===== config.mk =====
export PLATFORM = sky130hd
export DESIGN_NAME = ccg_i2c_config
export DESIGN_NICKNAME = d
export VERILOG_FILES = /design/src/hw/ccg_i2c_config.v
export VERILOG_INCLUDE_DIRS = /design/src /design/src/hw
export SDC_FILE = /design/constraint.sdc
export NUM_CORES = 1
export LEC_CHECK = 0
export BUFFER_PORTS_ARGS = -buffer_cell sky130_fd_sc_hd__buf_2
export CELL_PAD_IN_SITES_DETAIL_PLACEMENT = 0
export CELL_PAD_IN_SITES_GLOBAL_PLACEMENT = 1
export CORE_MARGIN = 8
export CORE_UTILIZATION = 46
export CTS_CLUSTER_DIAMETER = 120
export DETAILED_ROUTE_END_ITERATION = 10
export PLACE_DENSITY_LB_ADDON = 0.1
export SYNTH_ARGS = -nofsm -noshare
export SYNTH_HDL_FRONTEND = slang
export SYNTH_SLANG_ARGS = --single-unit

===== constraint.sdc =====
create_clock -name clk_sys -period 4.2 [get_ports clk_sys]
set_input_delay 0.21 -clock clk_sys [delete_from_list [all_inputs] [get_ports clk_sys]]
set_output_delay 0.21 -clock clk_sys [all_outputs]
set_load 0.05 [all_outputs]

===== src/hw/ccg_consts.vh =====
// Purpose: constants for the clock generator two-wire configuration target.
// Assumes: included by ccg_i2c_config.v only.
// Notes: offsets are register byte numbers on the two-wire bus.
`ifndef CCG_CONSTS_VH
`define CCG_CONSTS_VH
`define CCG_BASE_ADDR 7'h68
`define CCG_OFF_GEN_CTRL 8'h00
`define CCG_OFF_VARIANT 8'h01
`define CCG_OFF_XTAL_TRIM 8'h02
`define CCG_OFF_L3_REF 8'h03
`define CCG_OFF_L3_FB_LO 8'h04
`define CCG_OFF_L3_FB_HI 8'h05
`define CCG_NUM_REGS 6
`define CCG_RST_GEN_CTRL 8'h00
`define CCG_RST_VARIANT 8'h00
`define CCG_RST_XTAL_TRIM 8'h11
`define CCG_RST_L3_REF 8'h19
`define CCG_RST_L3_FB_LO 8'he0
`define CCG_RST_L3_FB_HI 8'h01
`define CCG_GEN_RSVD_MASK 8'hfd
`define CCG_FB_HI_MASK 8'h07
`define CCG_BIT_NVM_PROG 7
`define CCG_BIT_ADDR_HI 6
`define CCG_BIT_ADDR_LO 5
`define CCG_BIT_SPREAD 4
`define CCG_BIT_DIV1_SRC 3
`define CCG_BIT_L3_REF_SEL 2
`define CCG_BIT_NVM_LOCK 0
`define CCG_BIT_BYP1 7
`define CCG_BIT_BYP2 6
`endif


===== src/hw/ccg_i2c_config.v =====
// Purpose: two-wire bus target holding the first configuration bytes of a clock generator.
// Assumes: bus pins are synchronous to clk_sys and already glitch free.
// Notes: writes are staged and committed together at stop.
//
// Summary of operation
// - Answer only at the selected one of four addresses
// - Block writes and block reads of bytes
// - First write byte sets the register pointer
// - Pointer increments per byte, MSB first
// - Block may end after any byte
// - Stage write bytes, commit all at stop
// - Byte 0 bits 6:5 select the address
// - Byte 0 bit 4 enables loop1 spread
// - Bits 3 and 2 pick clock sources
// - Byte 2 holds two four-bit load trims
// - Byte 3 bits 7:6 reference bypass stages
// - Byte 3 bits 5:0 reference divider, default 25
// - Byte 4 feedback divider low byte
// - Byte 5 bits 2:0 feedback divider high bits
`timescale 1ns/1ps
`include "ccg_consts.vh"
module ccg_i2c_config #(
	parameter NREG = `CCG_NUM_REGS
) (
	input wire clk_sys, // System clock.
	input wire rst, // Asynchronous reset, active high.
	input wire scl_in, // Bus clock level.
	input wire serial_data_line_in, // Bus data level.
	output reg serial_data_line_out, // Data drive value, always low when enabled.
	output reg serial_data_line_oe, // High while pulling data low.
	output wire [1:0] addr_select, // Selected address index.
	output wire loop1_spread_enable, // Loop 1 spread enable.
	output wire out_divider1_source_select, // Divider 1 source, 1 = crystal.
	output wire loop3_reference_select, // Loop 3 reference, 1 = divider-2 seed.
	output wire nvm_programmed, // Nonvolatile memory programmed flag.
	output wire nvm_write_lock, // Nonvolatile memory write lock.
	output wire [7:0] variant_id, // Variant identifier byte.
	output wire [3:0] xtal_trim_in_pin, // Load trim for input pin.
	output wire [3:0] xtal_trim_out_pin, // Load trim for output pin.
	output wire loop3_ref_bypass_div1, // Loop 3 divide-by-1 bypass.
	output wire loop3_ref_bypass_div2, // Loop 3 divide-by-2 bypass.
	output wire [5:0] loop3_ref_integer_divider, // Loop 3 reference divider.
	output wire [10:0] loop3_feedback_divider, // Loop 3 feedback divider.
	output wire busy // High between start and stop.
);
	localparam ST_IDLE = 3'd0;
	localparam ST_ADDR = 3'd1;
	localparam ST_AACK = 3'd2;
	localparam ST_WBYTE = 3'd3;
	localparam ST_WACK = 3'd4;
	localparam ST_RBYTE = 3'd5;
	localparam ST_RACK = 3'd6;

	reg [7:0] regs_reg [0:NREG-1];
	reg [7:0] stage_reg [0:NREG-1];
	reg [NREG-1:0] stage_vld_reg;
	reg scl_d_reg;
	reg sda_d_reg;
	reg [2:0] state_reg;
	reg [7:0] shift_reg;
	reg [2:0] bit_reg;
	reg [7:0] ptr_reg;
	reg ptr_seen_reg;
	reg busy_reg;
	reg addr_full_reg;
	wire scl_rise = scl_in & ~scl_d_reg;
	wire scl_fall = ~scl_in & scl_d_reg;
	wire start_det = scl_in & scl_d_reg & sda_d_reg & ~serial_data_line_in;
	wire stop_det = scl_in & scl_d_reg & ~sda_d_reg & serial_data_line_in;
	wire [7:0] rd_byte = (ptr_reg < NREG) ? regs_reg[ptr_reg[2:0]] : 8'h00;
	wire [7:0] gen = regs_reg[0];
	wire [7:0] rx_byte = {shift_reg[6:0], serial_data_line_in};
	integer i;

	assign addr_select = gen[`CCG_BIT_ADDR_HI:`CCG_BIT_ADDR_LO];
	assign loop1_spread_enable = gen[`CCG_BIT_SPREAD];
	assign out_divider1_source_select = gen[`CCG_BIT_DIV1_SRC];
	assign loop3_reference_select = gen[`CCG_BIT_L3_REF_SEL];
	assign nvm_programmed = gen[`CCG_BIT_NVM_PROG];
	assign nvm_write_lock = gen[`CCG_BIT_NVM_LOCK];
	assign variant_id = regs_reg[1];
	assign xtal_trim_out_pin = regs_reg[2][7:4];
	assign xtal_trim_in_pin = regs_reg[2][3:0];
	assign loop3_ref_bypass_div1 = regs_reg[3][`CCG_BIT_BYP1];
	assign loop3_ref_bypass_div2 = regs_reg[3][`CCG_BIT_BYP2];
	assign loop3_ref_integer_divider = regs_reg[3][5:0];
	assign loop3_feedback_divider = {regs_reg[5][2:0], regs_reg[4]};
	assign busy = busy_reg;

	function [7:0] rst_val;
		input [2:0] idx;
		begin
			case (idx)
				3'd0: rst_val = `CCG_RST_GEN_CTRL;
				3'd1: rst_val = `CCG_RST_VARIANT;
				3'd2: rst_val = `CCG_RST_XTAL_TRIM;
				3'd3: rst_val = `CCG_RST_L3_REF;
				3'd4: rst_val = `CCG_RST_L3_FB_LO;
				default: rst_val = `CCG_RST_L3_FB_HI;
			endcase
		end
	endfunction

	function [7:0] wr_mask;
		input [2:0] idx;
		begin
			case (idx)
				3'd0: wr_mask = `CCG_GEN_RSVD_MASK;
				3'd5: wr_mask = `CCG_FB_HI_MASK;
				default: wr_mask = 8'hff;
			endcase
		end
	endfunction

	// Registers change only at stop, all staged bytes together.
	genvar g;
	generate
		for (g = 0; g < NREG; g = g + 1) begin : g_reg
			always @(posedge clk_sys or posedge rst) begin
				if (rst) begin
					regs_reg[g] <= rst_val(g);
				end else if (stop_det && busy_reg && stage_vld_reg[g]) begin
					regs_reg[g] <= stage_reg[g] & wr_mask(g);
				end
			end
		end
	endgenerate

	always @(posedge clk_sys or posedge rst) begin
		if (rst) begin
			scl_d_reg <= 1'b1;
			sda_d_reg <= 1'b1;
			state_reg <= ST_IDLE;
			shift_reg <= 8'h00;
			bit_reg <= 3'd0;
			ptr_reg <= 8'h00;
			ptr_seen_reg <= 1'b0;
			busy_reg <= 1'b0;
			addr_full_reg <= 1'b0;
			stage_vld_reg <= {NREG{1'b0}};
			serial_data_line_out <= 1'b0;
			serial_data_line_oe <= 1'b0;
			for (i = 0; i < NREG; i = i + 1) begin
				stage_reg[i] <= 8'h00;
			end
		end else begin
			scl_d_reg <= scl_in;
			sda_d_reg <= serial_data_line_in;
			serial_data_line_out <= 1'b0;
			if (start_det) begin
				// A repeated start keeps staged bytes so they commit at the final stop.
				state_reg <= ST_ADDR;
				bit_reg <= 3'd0;
				busy_reg <= 1'b1;
				addr_full_reg <= 1'b0;
				serial_data_line_oe <= 1'b0;
			end else if (stop_det) begin
				// Stop ends any block without a length check.
				state_reg <= ST_IDLE;
				busy_reg <= 1'b0;
				stage_vld_reg <= {NREG{1'b0}};
				serial_data_line_oe <= 1'b0;
			end else begin
				case (state_reg)
					ST_IDLE: begin
						serial_data_line_oe <= 1'b0;
					end
					ST_ADDR: begin
						if (scl_rise) begin
							shift_reg <= rx_byte;
							bit_reg <= bit_reg + 3'd1;
							if (bit_reg == 3'd7) begin
								addr_full_reg <= 1'b1;
							end
						end
						// The clock fall right after a start carries no bits, so wait for a full byte.
						if (scl_fall && addr_full_reg) begin
							if (shift_reg[7:1] == (`CCG_BASE_ADDR | {5'd0, addr_select})) begin
								serial_data_line_oe <= 1'b1;
								ptr_seen_reg <= 1'b0;
								state_reg <= ST_AACK;
							end else begin
								state_reg <= ST_IDLE;
							end
						end
					end
					ST_AACK: begin
						if (scl_fall) begin
							if (shift_reg[0]) begin
								// Read data begins at the present pointer.
								serial_data_line_oe <= ~rd_byte[7];
								shift_reg <= rd_byte;
								state_reg <= ST_RBYTE;
							end else begin
								serial_data_line_oe <= 1'b0;
								state_reg <= ST_WBYTE;
							end
						end
					end
					ST_WBYTE: begin
						if (scl_rise) begin
							shift_reg <= rx_byte;
							bit_reg <= bit_reg + 3'd1;
						end
						if (scl_fall && bit_reg == 3'd0) begin
							serial_data_line_oe <= 1'b1;
							state_reg <= ST_WACK;
							if (!ptr_seen_reg) begin
								// First byte is the register start address.
								ptr_reg <= shift_reg;
								ptr_seen_reg <= 1'b1;
							end else begin
								if (ptr_reg < NREG) begin
									stage_reg[ptr_reg[2:0]] <= shift_reg;
									stage_vld_reg[ptr_reg[2:0]] <= 1'b1;
								end
								// Advance pointer after each data byte.
								ptr_reg <= ptr_reg + 8'h01;
							end
						end
					end
					ST_WACK: begin
						if (scl_fall) begin
							serial_data_line_oe <= 1'b0;
							state_reg <= ST_WBYTE;
						end
					end
					ST_RBYTE: begin
						if (scl_fall) begin
							bit_reg <= bit_reg + 3'd1;
							if (bit_reg == 3'd7) begin
								serial_data_line_oe <= 1'b0;
								// Advance pointer after each read byte.
								ptr_reg <= ptr_reg + 8'h01;
								state_reg <= ST_RACK;
							end else begin
								serial_data_line_oe <= ~shift_reg[6];
								shift_reg <= {shift_reg[6:0], 1'b0};
							end
						end
					end
					ST_RACK: begin
						if (scl_rise) begin
							shift_reg[0] <= serial_data_line_in;
						end
						if (scl_fall) begin
							// A missing acknowledge ends the read.
							if (shift_reg[0]) begin
								state_reg <= ST_IDLE;
							end else begin
								serial_data_line_oe <= ~rd_byte[7];
								shift_reg <= rd_byte;
								bit_reg <= 3'd0;
								state_reg <= ST_RBYTE;
							end
						end
					end
					default: begin
						state_reg <= ST_IDLE;
					end
				endcase
			end
		end
	end
endmodule // ccg_i2c_config


==> results.md, run 1 <==
- Status: finished clean
- Non-Filler Cell Area, Final: 0.006670 mm^2
- Syn avg cell area: 11.91 um^2
- CTS Buf Count: 17
- Power Density: 551.0 mW/mm^2
- Mux contribution to synthesized area: 0.2121
- DP Worst Slack: 1.385 ns
- Rows: 40
- Pin count of the biggest net entering global routing: 47
- DP HPWL: 9922 um
- Grt total ovfl: 0
- Dpl cells: 670
- Num Clock Sinks: 118
- Hold Violations, Final: 0
- Slew HR: 0.3401
- Worst Path Max Fanout: 26
- Hold WS: 0.3463 ns
- Main combinational cell family by area after synthesis: multiplexers
- Gr usage total: 0.1921
- Root buffer cell: clkbuf_16
- Worst Setup Slack, final: 1.367 ns
- First-pass GRT wire length: 23,650 um
- CP arrival: 3.14 ns
- Clock share of power: 0.380
- Post-synth EDFFs: 0
- H-Tree Depth: 4
- Flop-to-flop setup slack: 1.37 ns
- Worst R2R Path Depth: 5
- Leading area contributor after synthesis: dfrtp_1
- Area grow syn2layout: 16.47%
- Setup TNS: 0 ns
- Placer Congestion: 0.8269
- Antenna viol nets, final: 0
- Crit Reg-Reg Endpoint: stage_reg[42]
- Critical Path Start: ptr_reg[2]
- Max IR drop VDD: 0.0003418 V
- Sequential-to-total area share from yosys stat: 0.5180
- Post-Syn Area: 0.005727 mm^2
- Comb power frac: 0.215
- Critical path required time: 4.51 ns
- Post_cts resized: 0
- Slew Viols, Final: 0
- Fin crit period: 2.833 ns
- Maximum clock frequency: 353.0 MHz
- Vias in the first global route: 4,210
- Net Sw Frac: 0.3450
- FF-to-FF Start: ptr_reg[2]
- Largest register FFs: 42
- Fill cells: 1,074
- Initial drt markers: 237
- Vias/cell: 5.713
- Worst-skew pair later-pin latency: 0.42 ns
- Antenna cells: 0
- Port bufs: 47
- Crit path to: stage_reg[42]
- Ys Warns: 0
- Fin util: 0.5530
- CP Capture Type: flip-flop
- Post-Synth Adder-Cell Area: 0.008739
- Post-Synth Simple-Gate Area: 0.1029
- Maxcap violations: 0
- Cells after synthesis: 481
- Drt wl/cell: 20.91 um
- Worst Tran Pin Value: 0.9899 ns
- Core box area: 0.01206 mm^2
- Area contributors post-synth: dfrtp_1, mux2_2, dfstp_2
- NumNets Final: 532
- Sequential group share of total power: 0.405
- Synth top cells by count: dfrtp_1, mux2_2, nand2_1, o21ai_0, nor2_1
- Initial Util: 0.4748
- Yosys reg bits: 118
- Count leader, synth: dfrtp_1
- Compound-Gate Fraction of Synth Area: 0.1191
- Critical path class: flip-flop to flip-flop
- Top-area cell type share of the netlist area: 0.4676
- Initial antenna violation count: 0
- Detailed Route WL: 14,750 um
- Total power: 3.675 mW
- CTS clk-pin slew, worst paths: 0.06 ns
- Share of cells above drive strength 1: 0.3669
- DIE WIDTH: 127.6 um
- Async set or reset register ratio after synthesis: 1.000
- Most used flip-flop cell after synthesis: dfrtp_1
- DR DRC count: 0
- Clk buf depth: 2
- XOR/XNOR share of the synthesized area: 0.004588
- Placed cell area: 0.006063 mm^2
- Die height: 127.6 um
- Synthesized net count: 489
- Number of setup violations in the final report: 0
- Unique masters post-synth: 66
- RSZ-0062 raised after global routing: no
- I/O pin count: 49
- Net Switching: 1.268 mW
- Leakage power figure: 3.211 nW
- Crit start category: flip-flop
- Period utilization: 0.6746
- HP Class: primary input to async pin
- CTS tree: built
- DR vias: 4,028
- Power Internal: 2.407 mW
- Non-Filler Instances: 705
- First-pass DRT Iterations: 5
- Clk_skew: 0.008784 ns
- Die ar.: 0.01628 mm^2
## kinds of logic (layout without fill, tap and decap cells)
family / count (synthesis) / in the layout
other: 1 / 1
XOR/XNOR: 3 / 3
multiplexers: 107 / 107
AND/OR/NAND/NOR: 105 / 105
AO/OA/AOI/OAI: 99 / 99
flip-flops: 118 / 118
adder cells (fa/ha/maj): 4 / 4
buffers and inverters: 44 / 100
## cells in the final DEF (no fill, tap or decap), types with 4 or more instances in the layout
cell type / n
nand2_1: 30
buf_4: 4
nor3_1: 9
mux2i_1: 13
nand4_1: 4
nand3_1: 6
buf_2: 47
or3_1: 4
o31ai_1: 5
a21boi_0: 5
a2bb2oi_1: 4
o21ai_0: 27
dfrtp_1: 107
inv_1: 13
clkbuf_16: 17
mux2_4: 7
ha_1: 4
clkinvlp_4: 6
nor2_1: 19
a21oi_1: 12
mux2_2: 87
dfstp_2: 11
nor2b_1: 7
a211oi_1: 4
a31oi_1: 5
nand2b_1: 6
## worst min path at each step
stage	endpoint	slack [ns]	cells after the start
after global routing	stage_reg[27]	0.39	3
after global placement	stage_reg[27]	0.24	2
after CTS	xtal_trim_in_pin[3]	0.35	3
final	xtal_trim_in_pin[3]	0.35	3
after detailed placement	xtal_trim_in_pin[3]	0.25	2
after floorplan	scl_d_reg	0.21	0
## area by class of cell
class | instances | area [um^2] | area share
clock inverters | 13 | 123.9 | 0.01857
repair buffers | 54 | 295.3 | 0.04427
inverters | 14 | 55.05 | 0.008254
flip-flops and latches | 118 | 2967 | 0.4448
clock buffers | 19 | 452.9 | 0.06790
well taps | 168 | 210.2 | 0.03151
multi-input cells | 319 | 2566 | 0.3847
## power by group through the flow
stage / registers (mW) / clock network (mW) / logic [mW]
6_report: 1.49 / 1.40 / 0.791
5_1_grt: 1.51 / 1.48 / 0.879
3_5_place_dp: 1.51 / 0 / 0.788
2_1_floorplan: 1.34 / 0 / 0.746
4_1_cts: 1.49 / 1.42 / 0.792
3_3_place_gp: 1.50 / 0 / 0.777
## timing repair
| action | in CTS | in global routing |
|---|---|---|
| hold buffers | 3 | 0 |
| buffers inserted | 0 | 0 |
| hold endpoints to repair | 33 | 0 |
## critical path, stage by stage (launching register included)
cell and delay [ns]:
dfrtp_1 0.72, a211o_1 0.46, nor4_4 0.29, nand3_4 0.18, or4_1 0.69, mux2_4 0.38
## layer usage
layer	vias to the layer above	global-route usage	routed length, um
met5	-	0	0
met4	0	0.07762	252
met3	21	0.05158	638
met2	86	0.3159	7323
met1	2070	0.2347	6531
li1	1851	-	-
No activity file was read; power rests on OpenSTA's default activity.
==> run 2, diff against run 1 <==
--- a/config.mk
+++ b/config.mk
@@ -6,11 +6,12 @@
 export SDC_FILE = /design/constraint.sdc
 export NUM_CORES = 1
 export LEC_CHECK = 0
+export ABC_AREA = 1
 export BUFFER_PORTS_ARGS = -buffer_cell sky130_fd_sc_hd__buf_2
 export CELL_PAD_IN_SITES_DETAIL_PLACEMENT = 0
 export CELL_PAD_IN_SITES_GLOBAL_PLACEMENT = 1
 export CORE_MARGIN = 8
-export CORE_UTILIZATION = 46
+export CORE_UTILIZATION = 41
 export CTS_CLUSTER_DIAMETER = 120
 export DETAILED_ROUTE_END_ITERATION = 10
 export PLACE_DENSITY_LB_ADDON = 0.1
==> constraint.sdc (replaced) <==
create_clock -name clk_sys -period 2.6 [get_ports clk_sys]
set_input_delay 0.13 -clock clk_sys [delete_from_list [all_inputs] [get_ports clk_sys]]
set_output_delay 0.13 -clock clk_sys [all_outputs]
set_load 0.05 [all_outputs]
==> results.md, run 2 <==
- DR vias: 4,973 (was 4,028)
- Comb power frac: 0.231 (was 0.215)
- Main combinational cell family by area after synthesis: simple AND/OR/NAND/NOR gates (was multiplexers)
- CTS Buf Count: 17 (unchanged)
- CP Capture Type: flip-flop (unchanged)
- Hold WS: 0.3286 ns (was 0.3463 ns)
- Antenna viol nets, final: 0 (unchanged)
- Placed cell area: 0.006264 mm^2 (was 0.006063 mm^2)
- Fin crit period: 2.034 ns (was 2.833 ns)
- CP Cell Sequence: nand2_1 -> nand2_1 -> nor2_1 -> nand4_2 -> nand2_1 -> o21ai_1 (was a211o_1 -> nor4_4 -> nand3_4 -> or4_1 -> mux2_4)
- Maxcap violations: 0 (unchanged)
- H-Tree Depth: 4 (unchanged)
- Share of cells above drive strength 1: 0.2057 (was 0.3669)
- Net Sw Frac: 0.3596 (was 0.3450)
- Worst-skew pair later-pin latency: 0.42 ns (about the same)
- XOR/XNOR share of the synthesized area: 0.001497 (was 0.004588)
- Slew Viols, Final: 0 (unchanged)
- Largest stage delay on the critical path: 0.55 ns (was 0.72 ns)
- DP HPWL: 12,430 um (was 9922 um)
- Net Switching: 2.088 mW (was 1.268 mW)
- Worst Setup Slack, final: 0.5663 ns (was 1.367 ns)
- Slew HR: 0.4924 (was 0.3401)
- Cells after synthesis: 700 (was 481)
- Die height: 135.4 um (was 127.6 um)
- Most frequent cells in the layout: nand2_1, dfrtp_1, nor2_1, inv_1, nand3_1 (was dfrtp_1, mux2_2, buf_2, nand2_1, o21ai_0)
- Post-Synth Simple-Gate Area: 0.2614 (was 0.1029)
- First-pass DRT Iterations: 5 (unchanged)
- Initial drt markers: 450 (was 237)
- Critical path required time: 2.89 ns (was 4.51 ns)
- Worst R2R Path Depth: 6 (was 5)
- Root buffer cell: clkbuf_16 (unchanged)
- Crit start category: flip-flop (unchanged)
- Post-Synth Adder-Cell Area: 0.008556 (was 0.008739)
- Sequential group share of total power: 0.379 (was 0.405)
- Clk buf depth: 2 (unchanged)
- Hold Violations, Final: 0 (unchanged)
- CTS clk-pin slew, worst paths: 0.06 ns (about the same)
- Drt wl/cell: 17.88 um (was 20.91 um)
- Detailed Route WL: 17,040 um (was 14,750 um)
- Gr usage total: 0.1974 (was 0.1921)
- DR DRC count: 0 (unchanged)
- Port bufs: 47 (unchanged)
- Sequential-to-total area share from yosys stat: 0.5072 (was 0.5180)
- Post-synth EDFFs: 0 (unchanged)
- Count leader, synth: nand2_1 (was dfrtp_1)
- I/O pin count: 49 (unchanged)
- Worst Tran Pin Value: 0.7556 ns (was 0.9899 ns)
- Number of setup violations in the final report: 0 (unchanged)
- Synthesized net count: 708 (was 489)
- Async set or reset register ratio after synthesis: 1.000 (unchanged)
- CP most frequent cell: nand2_1
- Yosys reg bits: 118 (unchanged)
- Num Clock Sinks: 118 (unchanged)
- Antenna cells: 0 (unchanged)
- Initial antenna violation count: 0 (unchanged)
- Clk_skew: 0.01160 ns (was 0.008784 ns)
- Setup TNS: 0 ns (unchanged)
- Most used flip-flop cell after synthesis: dfrtp_1 (unchanged)
- CTS tree: built (unchanged)
- Grt total ovfl: 0 (unchanged)
- RSZ-0062 raised after global routing: no (unchanged)
- Rows: 43 (was 40)
- Post_cts resized: 0 (unchanged)
- Maximum clock frequency: 491.7 MHz (was 353.0 MHz)
- Fin util: 0.4930 (was 0.5530)
- HP Class: primary input to async pin (unchanged)
- Post-Syn Area: 0.005849 mm^2 (was 0.005727 mm^2)
- Max IR drop VDD: 0.0004518 V (was 0.0003418 V)
- Multi-input gate area: 0.002490 mm^2 (was 0.002566 mm^2)
- Register Area: 0.002967 mm^2 (unchanged)
- Vias/cell: 5.218 (was 5.713)
- Die ar.: 0.01835 mm^2 (was 0.01628 mm^2)
- Clock share of power: 0.389 (was 0.380)
- CP arrival: 2.33 ns (was 3.14 ns)
- Crit-path slowest cell: dfrtp_1 (unchanged)
- Period utilization: 0.7822 (was 0.6746)
- Synth top cells by count: nand2_1, dfrtp_1, nor2_1, inv_1, nand3_1 (was dfrtp_1, mux2_2, nand2_1, o21ai_0, nor2_1)
- Vias in the first global route: 4,917 (was 4,210)
- Power Density: 845.3 mW/mm^2 (was 551.0 mW/mm^2)
- Syn avg cell area: 8.356 um^2 (was 11.91 um^2)
- Mux contribution to synthesized area: 0.05583 (was 0.2121)
- Unique masters post-synth: 35 (was 66)
- Leading area contributor after synthesis: dfrtp_1 (unchanged)
- Area contributors post-synth: dfrtp_1, nand2_1, nor2_1 (was dfrtp_1, mux2_2, dfstp_2)
- DIE WIDTH: 135.4 um (was 127.6 um)
- Initial Util: 0.4198 (was 0.4748)
- Largest register FFs: 42 (unchanged)
- Status: finished clean (unchanged)
- DP Worst Slack: 0.5827 ns (was 1.385 ns)
- Compound-Gate Fraction of Synth Area: 0.09775 (was 0.1191)
- Pin count of the biggest net entering global routing: 50 (was 47)
- First-pass GRT wire length: 27,460 um (was 23,650 um)
- Top-area cell type share of the netlist area: 0.4578 (was 0.4676)
- Core box area: 0.01393 mm^2 (was 0.01206 mm^2)
- Area grow syn2layout: 17.43% (was 16.47%)
- Power Internal: 3.718 mW (was 2.407 mW)
- NumNets Final: 768 (was 532)
- Placer Congestion: 0.9251 (was 0.8269)
- Ys Warns: 0 (unchanged)
- Fill cells: 1,358 (was 1,074)
- Worst Path Max Fanout: 16 (was 26)
- Most common cell after layout, fill and taps aside: nand2_1 (was dfrtp_1)
- Non-Filler Cell Area, Final: 0.006869 mm^2 (was 0.006670 mm^2)
- Critical path class: flip-flop to flip-flop (unchanged)
- Leakage power figure: 3.569 nW (was 3.211 nW)
run 2: cell types whose count changed after synthesis, sizes merged, moves of 7 or more:
cell,delta
nor2,+72
mux2i,-13
a21oi,+19
mux2,-65
nand2,+162
nand3,+49
inv,+55
clkbuf,-15
nor2b,-7
o21ai,+43
run 2: power by group through the flow:
stage | combinational (mW) | clock (mW) | sequential (mW)
5_1_grt | 1.46 | 2.38 | 2.23
4_1_cts | 1.36 | 2.30 | 2.21
3_3_place_gp | 1.36 | 0 | 2.23
3_5_place_dp | 1.35 | 0 | 2.24
2_1_floorplan | 0.577 | 0 | 2.48
6_report | 1.34 | 2.26 | 2.20
run 2: final cells by class:
cell class / count / area share
Sequential cell: 118 / 0.4319
Tap cell: 180 / 0.03279
Inverter: 70 / 0.03989
Clock inverter: 13 / 0.01785
Multi-Input combinational cell: 495 / 0.3625
Timing Repair Buffer: 58 / 0.04918
Clock buffer: 19 / 0.06594
run 2: worst paths after layout:
path,startpoint,to,slack (ns)
worst min-delay path,rst,stage_reg[0],0.33
worst max-delay path,ptr_reg[2],stage_reg[31],0.57
max in group asynchronous,rst,loop3_ref_integer_divider[4],1.43
min in group clk_sys,scl_in,scl_d_reg,0.40
worst max register to register,ptr_reg[2],stage_reg[31],0.57
worst min register to register,stage_reg[34],stage_reg[34],0.48
run 2: routing by layer:
layer | up-vias | GRT usage | routed length [um]
met5 | - | 0 | 0
met3 | 11 | 0.04822 | 796
met2 | 119 | 0.3056 | 8065
li1 | 2406 | - | -
met1 | 2437 | 0.2691 | 8022
met4 | 0 | 0.05429 | 157
run 2: repair_timing:
| item | CTS | global route |
|---|---|---|
| buffers inserted | 0 | 0 |
| endpoints found under the hold margin | 22 | 0 |
| hold buffers | 3 | 0 |
run 2: cells by family (layout without fill, tap and decap cells):
logic type | after synthesis | after routing
AND/OR/NAND/NOR | 354 | 354
flip-flops | 118 | 118
AO/OA/AOI/OAI | 106 | 106
buffers and inverters | 87 | 160
multiplexers | 29 | 29
adder cells (fa/ha/maj) | 4 | 4
other | 1 | 1
XOR/XNOR | 1 | 1
run 2: stage by stage:
step	instances	total power, mW
global route	953	6.070
floorplan	700	3.052
finish	953	5.807
detailed placement	918	3.587
CTS	953	5.865
global placement	918	3.588
run 2: critical path: cells and delay by family, from the launching register on:
kind	cells	cell delay, ns
AO/OA/AOI/OAI	1	0.08
AND/OR/NAND/NOR	5	1.27
flip-flops	1	0.55
